$ cat src/hdl/wiper_pkg.sv
// constants shared by the serial wiper latch loader and its tap decoder
package wiper_pkg;
    localparam int WORD_BITS           = 10;
    localparam int ADDR_BITS           = 2;
    localparam int CODE_BITS           = 8;
    localparam int TAP_COUNT           = 256;
    localparam int ADDR_MSB            = 9;
    localparam int ADDR_LSB            = 8;
    localparam int CODE_MSB            = 7;
    localparam int CODE_LSB            = 0;
    localparam int MAX_CHANNELS        = 4;
    localparam logic [CODE_BITS-1:0] MIDSCALE_CODE = 8'h80;
    localparam logic [TAP_COUNT-1:0] TAP_LOW_END   = 256'h1;
    localparam logic [TAP_COUNT-1:0] TAP_MIDSCALE  = TAP_LOW_END << MIDSCALE_CODE;
    localparam logic [WORD_BITS-1:0] SHIFT_RESET   = 10'h000;
    // timing
    localparam int CLK_PERIOD_NS       = 10;
    localparam int SCLK_PERIOD_MIN_NS  = 100;
    localparam int SCLK_PERIOD_MIN_CYC =
        (SCLK_PERIOD_MIN_NS + CLK_PERIOD_NS - 1) / CLK_PERIOD_NS;
    localparam int SCLK_SAMPLES_MIN    = 4;
endpackage

$ cat src/hdl/wiper_tap_decoder.sv
// one-hot wiper tap decode for a single channel, with shutdown handling
`timescale 1ns/1ps
module wiper_tap_decoder
    import wiper_pkg::*;
#(
    parameter int CODE_W = wiper_pkg::CODE_BITS,
    parameter int TAPS   = wiper_pkg::TAP_COUNT
) (
    input  wire logic              clk,
    input  wire logic              nrst,
    input  wire logic [CODE_W-1:0] code,
    input  wire logic              active,
    output logic      [TAPS-1:0]   tap_sel,
    output logic                   high_end_connect,
    output logic                   wiper_to_low_end
);
    import wiper_pkg::*;

    if (TAPS != (1 << CODE_W) || TAPS != TAP_COUNT) begin : g_bad_taps
        $error("tap count must equal 2**CODE_W and the package tap count");
    end

    always_ff @(posedge clk or negedge nrst) begin
        if (!nrst) begin
            tap_sel <= TAP_MIDSCALE;
        end else if (!active) begin
            tap_sel <= TAP_LOW_END;
        end else begin
            tap_sel <= TAP_LOW_END << code;
        end
    end

    always_ff @(posedge clk or negedge nrst) begin
        if (!nrst) begin
            high_end_connect <= 1'b1;
            wiper_to_low_end <= 1'b0;
        end else begin
            high_end_connect <= active;
            wiper_to_low_end <= !active;
        end
    end

    property p_tap_onehot;
        @(posedge clk) disable iff (!nrst)
        $onehot(tap_sel);
    endproperty
    a_tap_onehot: assert property (p_tap_onehot)
        else $error("wiper tap select is not one-hot");

    property p_tap_zero;
        @(posedge clk) disable iff (!nrst)
        (active && code == 8'h00) |=> tap_sel[0] && !wiper_to_low_end;
    endproperty
    a_tap_zero: assert property (p_tap_zero)
        else $error("code zero did not select the low-end tap");

    property p_tap_step;
        @(posedge clk) disable iff (!nrst)
        (active && $past(active) && code == $past(code) + 8'h01 && code != 8'h00)
            |=> tap_sel == ($past(tap_sel) << 1);
    endproperty
    a_tap_step: assert property (p_tap_step)
        else $error("code step of one did not move the tap by one");

    property p_tap_shutdown;
        @(posedge clk) disable iff (!nrst)
        !active |=> tap_sel == TAP_LOW_END && !high_end_connect && wiper_to_low_end;
    endproperty
    a_tap_shutdown: assert property (p_tap_shutdown)
        else $error("shutdown did not open high end and park wiper at low end");
endmodule

$ cat src/hdl/serial_wiper_latch_loader.sv
// serial word capture, channel latches, midscale preset, shutdown and chain output
// Overview of operation
// - one ten-bit serial word carries each channel update
// - word holds two address bits then eight setting bits, msb first
// - target channel index is 2*addr_hi + addr_lo, loaded with bits 7..0
// - words accepted one at a time, any order, only addressed channel changes
// - serial clock up to 10 MHz is supported
// - midscale reset low sets every channel latch to 128
// - shutdown opens high ends and ties each wiper to its low end
// - shutdown keeps latches; release restores the latched settings
// - shutdown keeps shifting and loading but disables chained output
// - writes during shutdown are kept and take effect on release
// - each 8-bit latch selects exactly one of 256 taps
// - code zero selects the low-end tap
// - each code step moves one tap up, up to code 255
// - chip select low shifts one input bit per rising serial clock
// - chip select rising loads setting bits into the addressed latch
// - bit entered ten shifts earlier appears on chained output
// - midscale reset also clears the chained output latch
`timescale 1ns/1ps
module serial_wiper_latch_loader
    import wiper_pkg::*;
#(
    parameter int NUM_CHANNELS = wiper_pkg::MAX_CHANNELS
) (
    input  wire logic                                         clk,
    input  wire logic                                         nrst,
    input  wire logic                                         midscale_reset_n,
    input  wire logic                                         power_down_n,
    input  wire logic                                         chip_select_n,
    input  wire logic                                         serial_clk,
    input  wire logic                                         host_serial_in,
    output logic                                              chain_serial_out,
    output logic                                              chain_serial_out_oe_n,
    output logic [NUM_CHANNELS-1:0][wiper_pkg::CODE_BITS-1:0] wiper_setting_latch,
    output logic [NUM_CHANNELS-1:0][wiper_pkg::TAP_COUNT-1:0] wiper_tap_sel,
    output logic [NUM_CHANNELS-1:0]                           high_end_connect,
    output logic [NUM_CHANNELS-1:0]                           wiper_to_low_end
);
    import wiper_pkg::*;

    if (NUM_CHANNELS != 1 && NUM_CHANNELS != 2 && NUM_CHANNELS != 4) begin : g_bad_ch
        $error("NUM_CHANNELS must be 1, 2 or 4");
    end
    // fastest serial clock must give enough samples per period
    if (SCLK_PERIOD_MIN_CYC < SCLK_SAMPLES_MIN) begin : g_bad_rate
        $error("system clock too slow to sample the serial clock");
    end

    // two-flop synchronisers
    logic sclk_meta;
    logic sclk_s;
    logic sclk_q;
    logic cs_meta;
    logic cs_s;
    logic cs_q;
    logic sdi_meta;
    logic sdi_s;
    logic pd_meta;
    logic pd_s;

    always_ff @(posedge clk or negedge nrst) begin
        if (!nrst) begin
            sclk_meta <= 1'b0;
            sclk_s    <= 1'b0;
            sclk_q    <= 1'b0;
            cs_meta   <= 1'b1;
            cs_s      <= 1'b1;
            cs_q      <= 1'b1;
            sdi_meta  <= 1'b0;
            sdi_s     <= 1'b0;
            pd_meta   <= 1'b1;
            pd_s      <= 1'b1;
        end else begin
            sclk_meta <= serial_clk;
            sclk_s    <= sclk_meta;
            sclk_q    <= sclk_s;
            cs_meta   <= chip_select_n;
            cs_s      <= cs_meta;
            cs_q      <= cs_s;
            sdi_meta  <= host_serial_in;
            sdi_s     <= sdi_meta;
            pd_meta   <= power_down_n;
            pd_s      <= pd_meta;
        end
    end

    logic shift_evt;
    logic load_evt;
    assign shift_evt = sclk_s && !sclk_q && !cs_s;
    assign load_evt  = cs_s && !cs_q;

    // serial input register
    logic [WORD_BITS-1:0] shift_reg;

    always_ff @(posedge clk or negedge nrst) begin
        if (!nrst) begin
            shift_reg <= SHIFT_RESET;
        end else if (shift_evt) begin
            shift_reg <= {shift_reg[WORD_BITS-2:0], sdi_s};
        end
    end

    logic                 channel_addr_hi;
    logic                 channel_addr_lo;
    logic [ADDR_BITS-1:0] channel_index;
    logic [CODE_BITS-1:0] channel_code;
    logic                 load_hit;
    assign channel_addr_hi = shift_reg[ADDR_MSB];
    assign channel_addr_lo = shift_reg[ADDR_LSB];
    assign channel_index   = {channel_addr_hi, channel_addr_lo};
    assign channel_code    = shift_reg[CODE_MSB:CODE_LSB];
    // addresses beyond the fitted channels are dropped
    assign load_hit        = load_evt && (32'(channel_index) < NUM_CHANNELS);

    // midscale preset: asserts at once, releases two clocks after the pin
    logic preset_raw_n;
    logic preset_meta_n;
    logic latch_rst_n;
    assign preset_raw_n = nrst && midscale_reset_n;

    always_ff @(posedge clk or negedge preset_raw_n) begin
        if (!preset_raw_n) begin
            preset_meta_n <= 1'b0;
            latch_rst_n   <= 1'b0;
        end else begin
            preset_meta_n <= 1'b1;
            latch_rst_n   <= preset_meta_n;
        end
    end

    // channel latches, preset asynchronously to midscale

    always_ff @(posedge clk or negedge latch_rst_n) begin
        if (!latch_rst_n) begin
            for (int i = 0; i < NUM_CHANNELS; i++) begin
                wiper_setting_latch[i] <= MIDSCALE_CODE;
            end
        end else begin
            for (int i = 0; i < NUM_CHANNELS; i++) begin
                if (load_hit && channel_index == ADDR_BITS'(i)) begin
                    wiper_setting_latch[i] <= channel_code;
                end
            end
        end
    end

    // chained output latch: bit falling off the top of the shift register
    logic sdo_bit;

    always_ff @(posedge clk or negedge latch_rst_n) begin
        if (!latch_rst_n) begin
            sdo_bit <= 1'b0;
        end else if (shift_evt) begin
            sdo_bit <= shift_reg[WORD_BITS-1];
        end
    end

    // open drain: only ever pulls low, released in shutdown or when deselected
    always_ff @(posedge clk or negedge nrst) begin
        if (!nrst) begin
            chain_serial_out      <= 1'b0;
            chain_serial_out_oe_n <= 1'b1;
        end else begin
            chain_serial_out      <= 1'b0;
            chain_serial_out_oe_n <= !(pd_s && !cs_s && !sdo_bit);
        end
    end

    for (genvar g = 0; g < NUM_CHANNELS; g++) begin : g_ch
        wiper_tap_decoder #(
            .CODE_W (CODE_BITS),
            .TAPS   (TAP_COUNT)
        ) u_tap (
            .clk              (clk),
            .nrst             (nrst),
            .code             (wiper_setting_latch[g]),
            .active           (pd_s),
            .tap_sel          (wiper_tap_sel[g]),
            .high_end_connect (high_end_connect[g]),
            .wiper_to_low_end (wiper_to_low_end[g])
        );

        property p_load_target;
            @(posedge clk) disable iff (!latch_rst_n)
            (load_hit && channel_index == ADDR_BITS'(g))
                |=> wiper_setting_latch[g] == $past(channel_code);
        endproperty
        a_load_target: assert property (p_load_target)
            else $error("addressed latch did not take the setting bits");

        property p_load_other;
            @(posedge clk) disable iff (!latch_rst_n)
            !(load_hit && channel_index == ADDR_BITS'(g))
                |=> $stable(wiper_setting_latch[g]);
        endproperty
        a_load_other: assert property (p_load_other)
            else $error("latch changed without being addressed");

        property p_midscale;
            @(posedge clk) disable iff (!nrst)
            !midscale_reset_n |-> wiper_setting_latch[g] == MIDSCALE_CODE;
        endproperty
        a_midscale: assert property (p_midscale)
            else $error("midscale reset did not preset the latch to 128");

        property p_reset_wins;
            @(posedge clk) disable iff (!nrst)
            (!midscale_reset_n && load_hit) |=> !midscale_reset_n
                |-> wiper_setting_latch[g] == MIDSCALE_CODE;
        endproperty
        a_reset_wins: assert property (p_reset_wins)
            else $error("a load overwrote a latch during midscale reset");

        property p_resume;
            @(posedge clk) disable iff (!nrst)
            $rose(pd_s) |=> high_end_connect[g]
                && wiper_tap_sel[g] == (TAP_LOW_END << $past(wiper_setting_latch[g]));
        endproperty
        a_resume: assert property (p_resume)
            else $error("leaving shutdown did not restore the latched setting");

        property p_shutdown_write;
            @(posedge clk) disable iff (!latch_rst_n)
            (!pd_s && load_hit && channel_index == ADDR_BITS'(g))
                |=> wiper_setting_latch[g] == $past(channel_code) && !high_end_connect[g];
        endproperty
        a_shutdown_write: assert property (p_shutdown_write)
            else $error("write in shutdown lost or applied to the wiper early");
    end

    property p_shift;
        @(posedge clk) disable iff (!nrst)
        shift_evt |=> shift_reg == {$past(shift_reg[WORD_BITS-2:0]), $past(sdi_s)};
    endproperty
    a_shift: assert property (p_shift)
        else $error("serial bit not shifted in on clock edge");

    property p_hold;
        @(posedge clk) disable iff (!nrst)
        cs_s |=> $stable(shift_reg);
    endproperty
    a_hold: assert property (p_hold)
        else $error("shift register moved while deselected");

    property p_chain;
        @(posedge clk) disable iff (!latch_rst_n)
        shift_evt |=> sdo_bit == $past(shift_reg[WORD_BITS-1]);
    endproperty
    a_chain: assert property (p_chain)
        else $error("chained output is not the bit entered ten shifts earlier");

    property p_chain_clear;
        @(posedge clk) disable iff (!nrst)
        !midscale_reset_n |-> !sdo_bit;
    endproperty
    a_chain_clear: assert property (p_chain_clear)
        else $error("midscale reset did not clear the chained output latch");

    property p_chain_off;
        @(posedge clk) disable iff (!nrst)
        !pd_s |=> chain_serial_out_oe_n;
    endproperty
    a_chain_off: assert property (p_chain_off)
        else $error("chained output driven during shutdown");

    property p_shutdown_pins;
        @(posedge clk) disable iff (!nrst)
        !pd_s |=> high_end_connect == '0 && wiper_to_low_end == '1;
    endproperty
    a_shutdown_pins: assert property (p_shutdown_pins)
        else $error("shutdown did not open the high ends");
endmodule

$ cat config.mk
export PLATFORM = sky130hd
export DESIGN_NAME = serial_wiper_latch_loader
export DESIGN_NICKNAME = d
export VERILOG_FILES = /design/src/hdl/wiper_pkg.sv /design/src/hdl/wiper_tap_decoder.sv /design/src/hdl/serial_wiper_latch_loader.sv
export SDC_FILE = /design/constraint.sdc
export NUM_CORES = 1
export LEC_CHECK = 0
export ABC_CLOCK_PERIOD_IN_PS = 2300
export BUFFER_PORTS_ARGS = -buffer_cell sky130_fd_sc_hd__buf_2
export CAP_MARGIN = 15
export CORE_AREA = 4 4 419 421
export CTS_CLUSTER_SIZE = 12
export DETAILED_ROUTE_END_ITERATION = 16
export DIE_AREA = 0 0 423 425
export PLACE_DENSITY = 0.4
export SYNTH_ARGS = -nofsm -noshare
export SYNTH_HDL_FRONTEND = slang
export SYNTH_SLANG_ARGS = --single-unit
$ cat constraint.sdc
create_clock -name clk -period 2.3 [get_ports clk]
set_input_delay 0.46 -clock clk [delete_from_list [all_inputs] [get_ports clk]]
set_output_delay 0.46 -clock clk [all_outputs]
set_load 0.03 [all_outputs]
==> flow_summary.ini <==
[status]
outcome = completed

[timing]
finalSetupViolCount = 0
fin_skew_ns = 0.0299
finalSetupTns_ns = 0
fin_crit_sh = 0.947
rsz0062_at_grt = false
finalCriticalPeriod_ns = 2.18
worst_pin_slew_ns = 0.964
slew_headroom = 0.357
hold_viol = 0
hold_slack_ns = 0.155
slew_violations = 0
fmax_mhz = 459
setup_slack_ns = 0.122

[global_routing]
grtUsageTotal = 0.165
grt_pass1_wl_um = 217000
grt_overflow = 0
grt_start_max_net_pins = 105
antenna_found_initial = 7
grt_pass1_vias = 27600

[yosys]
yosys_warnings = 0
ys_seq_elements = 1082
syn-cell-area_um2 = 35800
synth_edf_count = 0
syn_inst = 2682
async_flop_share = 1.00
ys_seq_area_frac = 0.757
netlist_top_cells_area = dfrtp_1, nor3_1, clkbuf_1
syn_avg_cell_area_um2 = 13.3
synth_ff_type = dfrtp_1
yosysTopAreaCellShare = 0.746
syn-num-nets = 2689
synth_cell_type_count = 36
yosysTopAreaCell = dfrtp_1

[critical_path]
critical_path_class = flop to output pin
r2r_start = pd_s
end_kind = output pin
crit_buf_inv = 2
path_cells = buf_8, buf_6
max_stage_delay_ns = 0.60
cp.depth = 2
arrival_ns = 1.72
endpoint = wiper_setting_latch[29]
required_ns = 1.84
setup.worst_path.start = wiper_setting_latch[29]
worst_setup_path_start_kind = flop
worstReg2RegEnd = g_ch[3].u_tap.tap_sel[194]
cp_max_fo = 17
rrSetupSlack_ns = 0.33
cp_top_family = flip-flops
worst_path_max_delay_cell = dfrtp_4
rr_worst_depth = 4

[die]
ios = 1073
die_height_um = 425
fp-row-count = 152
fp.coreArea_um2 = 171000
start_util = 0.209
die_w_um = 423
die_area_um2 = 180000

[cells_and_area]
syn2layout_area_growth_pct = 35.9
final_nets = 3742
largest_register_ffs = 1024
drive_gt1_frac = 0.409
post-route-util = 0.284

[hold_path]
hp-class = primary input to asynchronous set/reset pin

[routing]
highest_layer = met4
wl_met2_um = 76800
viasPerCell = 4.22
drt-total-wl_um = 152000
num_vias = 26000
drc = 0
drt_iter0_drc = 1641
post_drt_wl_per_cell_um = 24.8
met1_length_um = 59000
ant_nets = 0
dr.pass1.iters = 7
wl_met3_um = 10600

[cts]
worstSkewPairLatency_ns = 0.76
cts_buffer_depth = 3
h-tree-depth = 3
clkSlewWorstSetupHoldPaths_ns = 0.06
cts_tree = done
cts_sinks = 1082
cts_made_buffers = 120
cts_root_buf = clkbuf_16

[pwr]
fin_total_pwr_mw = 45.1
power_density_nw_per_um2 = 928
vdd_ir_drop_max_mv = 0.603
p_leak_nw = 24.7

[place]
routabilityCongestion = 0.781
port_buffers = 1071
dp_slack_ns = 0.179
dpl.hpwl_um = 106000

[job]
maxCapViolCount = 0
[worst reg2reg max path: cells and delay by family, from the launching register on]
family	cells	cell delay, ns
buf+inv	2	0.44
flops	1	0.55
simple gates	2	0.83
[cells in the mapped netlist, drive strengths merged, types with 9 or more instances]
| cell type | number |
|---|---|
| or3b | 12 |
| mux2 | 43 |
| dfrtp | 1067 |
| nand3b | 17 |
| clkbuf | 232 |
| nand4b | 28 |
| nor3 | 1004 |
| nor4 | 16 |
| nand2b | 16 |
| buf | 123 |
| nand2 | 10 |
| or4bb | 9 |
| or4b | 22 |
| nand4bb | 28 |
| dfstp | 15 |
[final cells by class]
cell class	instances	area, um2
well taps	2310	2890
multi-input cells	1244	7190
inverters	1	3.75
clock inverters	39	472
clock buffers	187	3560
fillers	17800	123000
repair buffers	1286	7410
diodes	3	7.51
flip-flops and latches	1082	27100
[per-stage QoR]
stage | std cells | instance area (um2)
floorplan | 2682 | 35800
global placement | 5914 | 44500
detailed placement | 5914 | 44500
CTS | 6149 | 48600
global route | 6149 | 48600
finish | 6152 | 48600
[cells by family after synthesis]
family | synth area share
compound gates | 0.000909
buf+inv | 0.0438
flops | 0.757
mux | 0.0135
other cells | 0.000210
simple gates | 0.185
[worst min-delay path by stage]
stage                                 endpoint  cells past startpoint
floorplan             g_ch[0].u_tap.tap_sel[0]                      0
global placement    g_ch[1].u_tap.tap_sel[174]                      1
detailed placement  g_ch[1].u_tap.tap_sel[153]                      1
CTS                 g_ch[1].u_tap.tap_sel[174]                      2
global route        g_ch[1].u_tap.tap_sel[106]                      2
finish              g_ch[1].u_tap.tap_sel[153]                      2
[layout by cell type (no fill, tap or decap), drive strengths merged, types with 17 or more instances in the layout]
master | Yosys | routed
nor3 | 1004 | 1004
clkinv | 0 | 22
buf | 123 | 1280
clkbuf | 232 | 187
nand4b | 28 | 28
nand3b | 17 | 17
nand4bb | 28 | 28
or4b | 22 | 22
mux2 | 43 | 43
dfrtp | 1067 | 1067
[layer usage]
metal	GRT usage	vias to the layer above
met1	0.192	13500
met2	0.286	836
met5	0	-
li1	-	11400
met3	0.0488	226
met4	0.0638	0
[repair_timing]
item	in CTS	in global routing
hold buffers	6	0
gates resized for setup	20	2
hold endpoints to repair	237	0
gates cloned	0	0
endpoints found under the setup margin	16	2
buffers inserted	3	0
[power by group]
| group | internal, mW | switching [mW] |
|---|---|---|
| clock | 11.4 | 8.14 |
| combinational | 1.30 | 4.10 |
| sequential | 19.3 | 0.841 |
| total | 32.1 | 13.1 |
(Power assumes the default switching activity.)
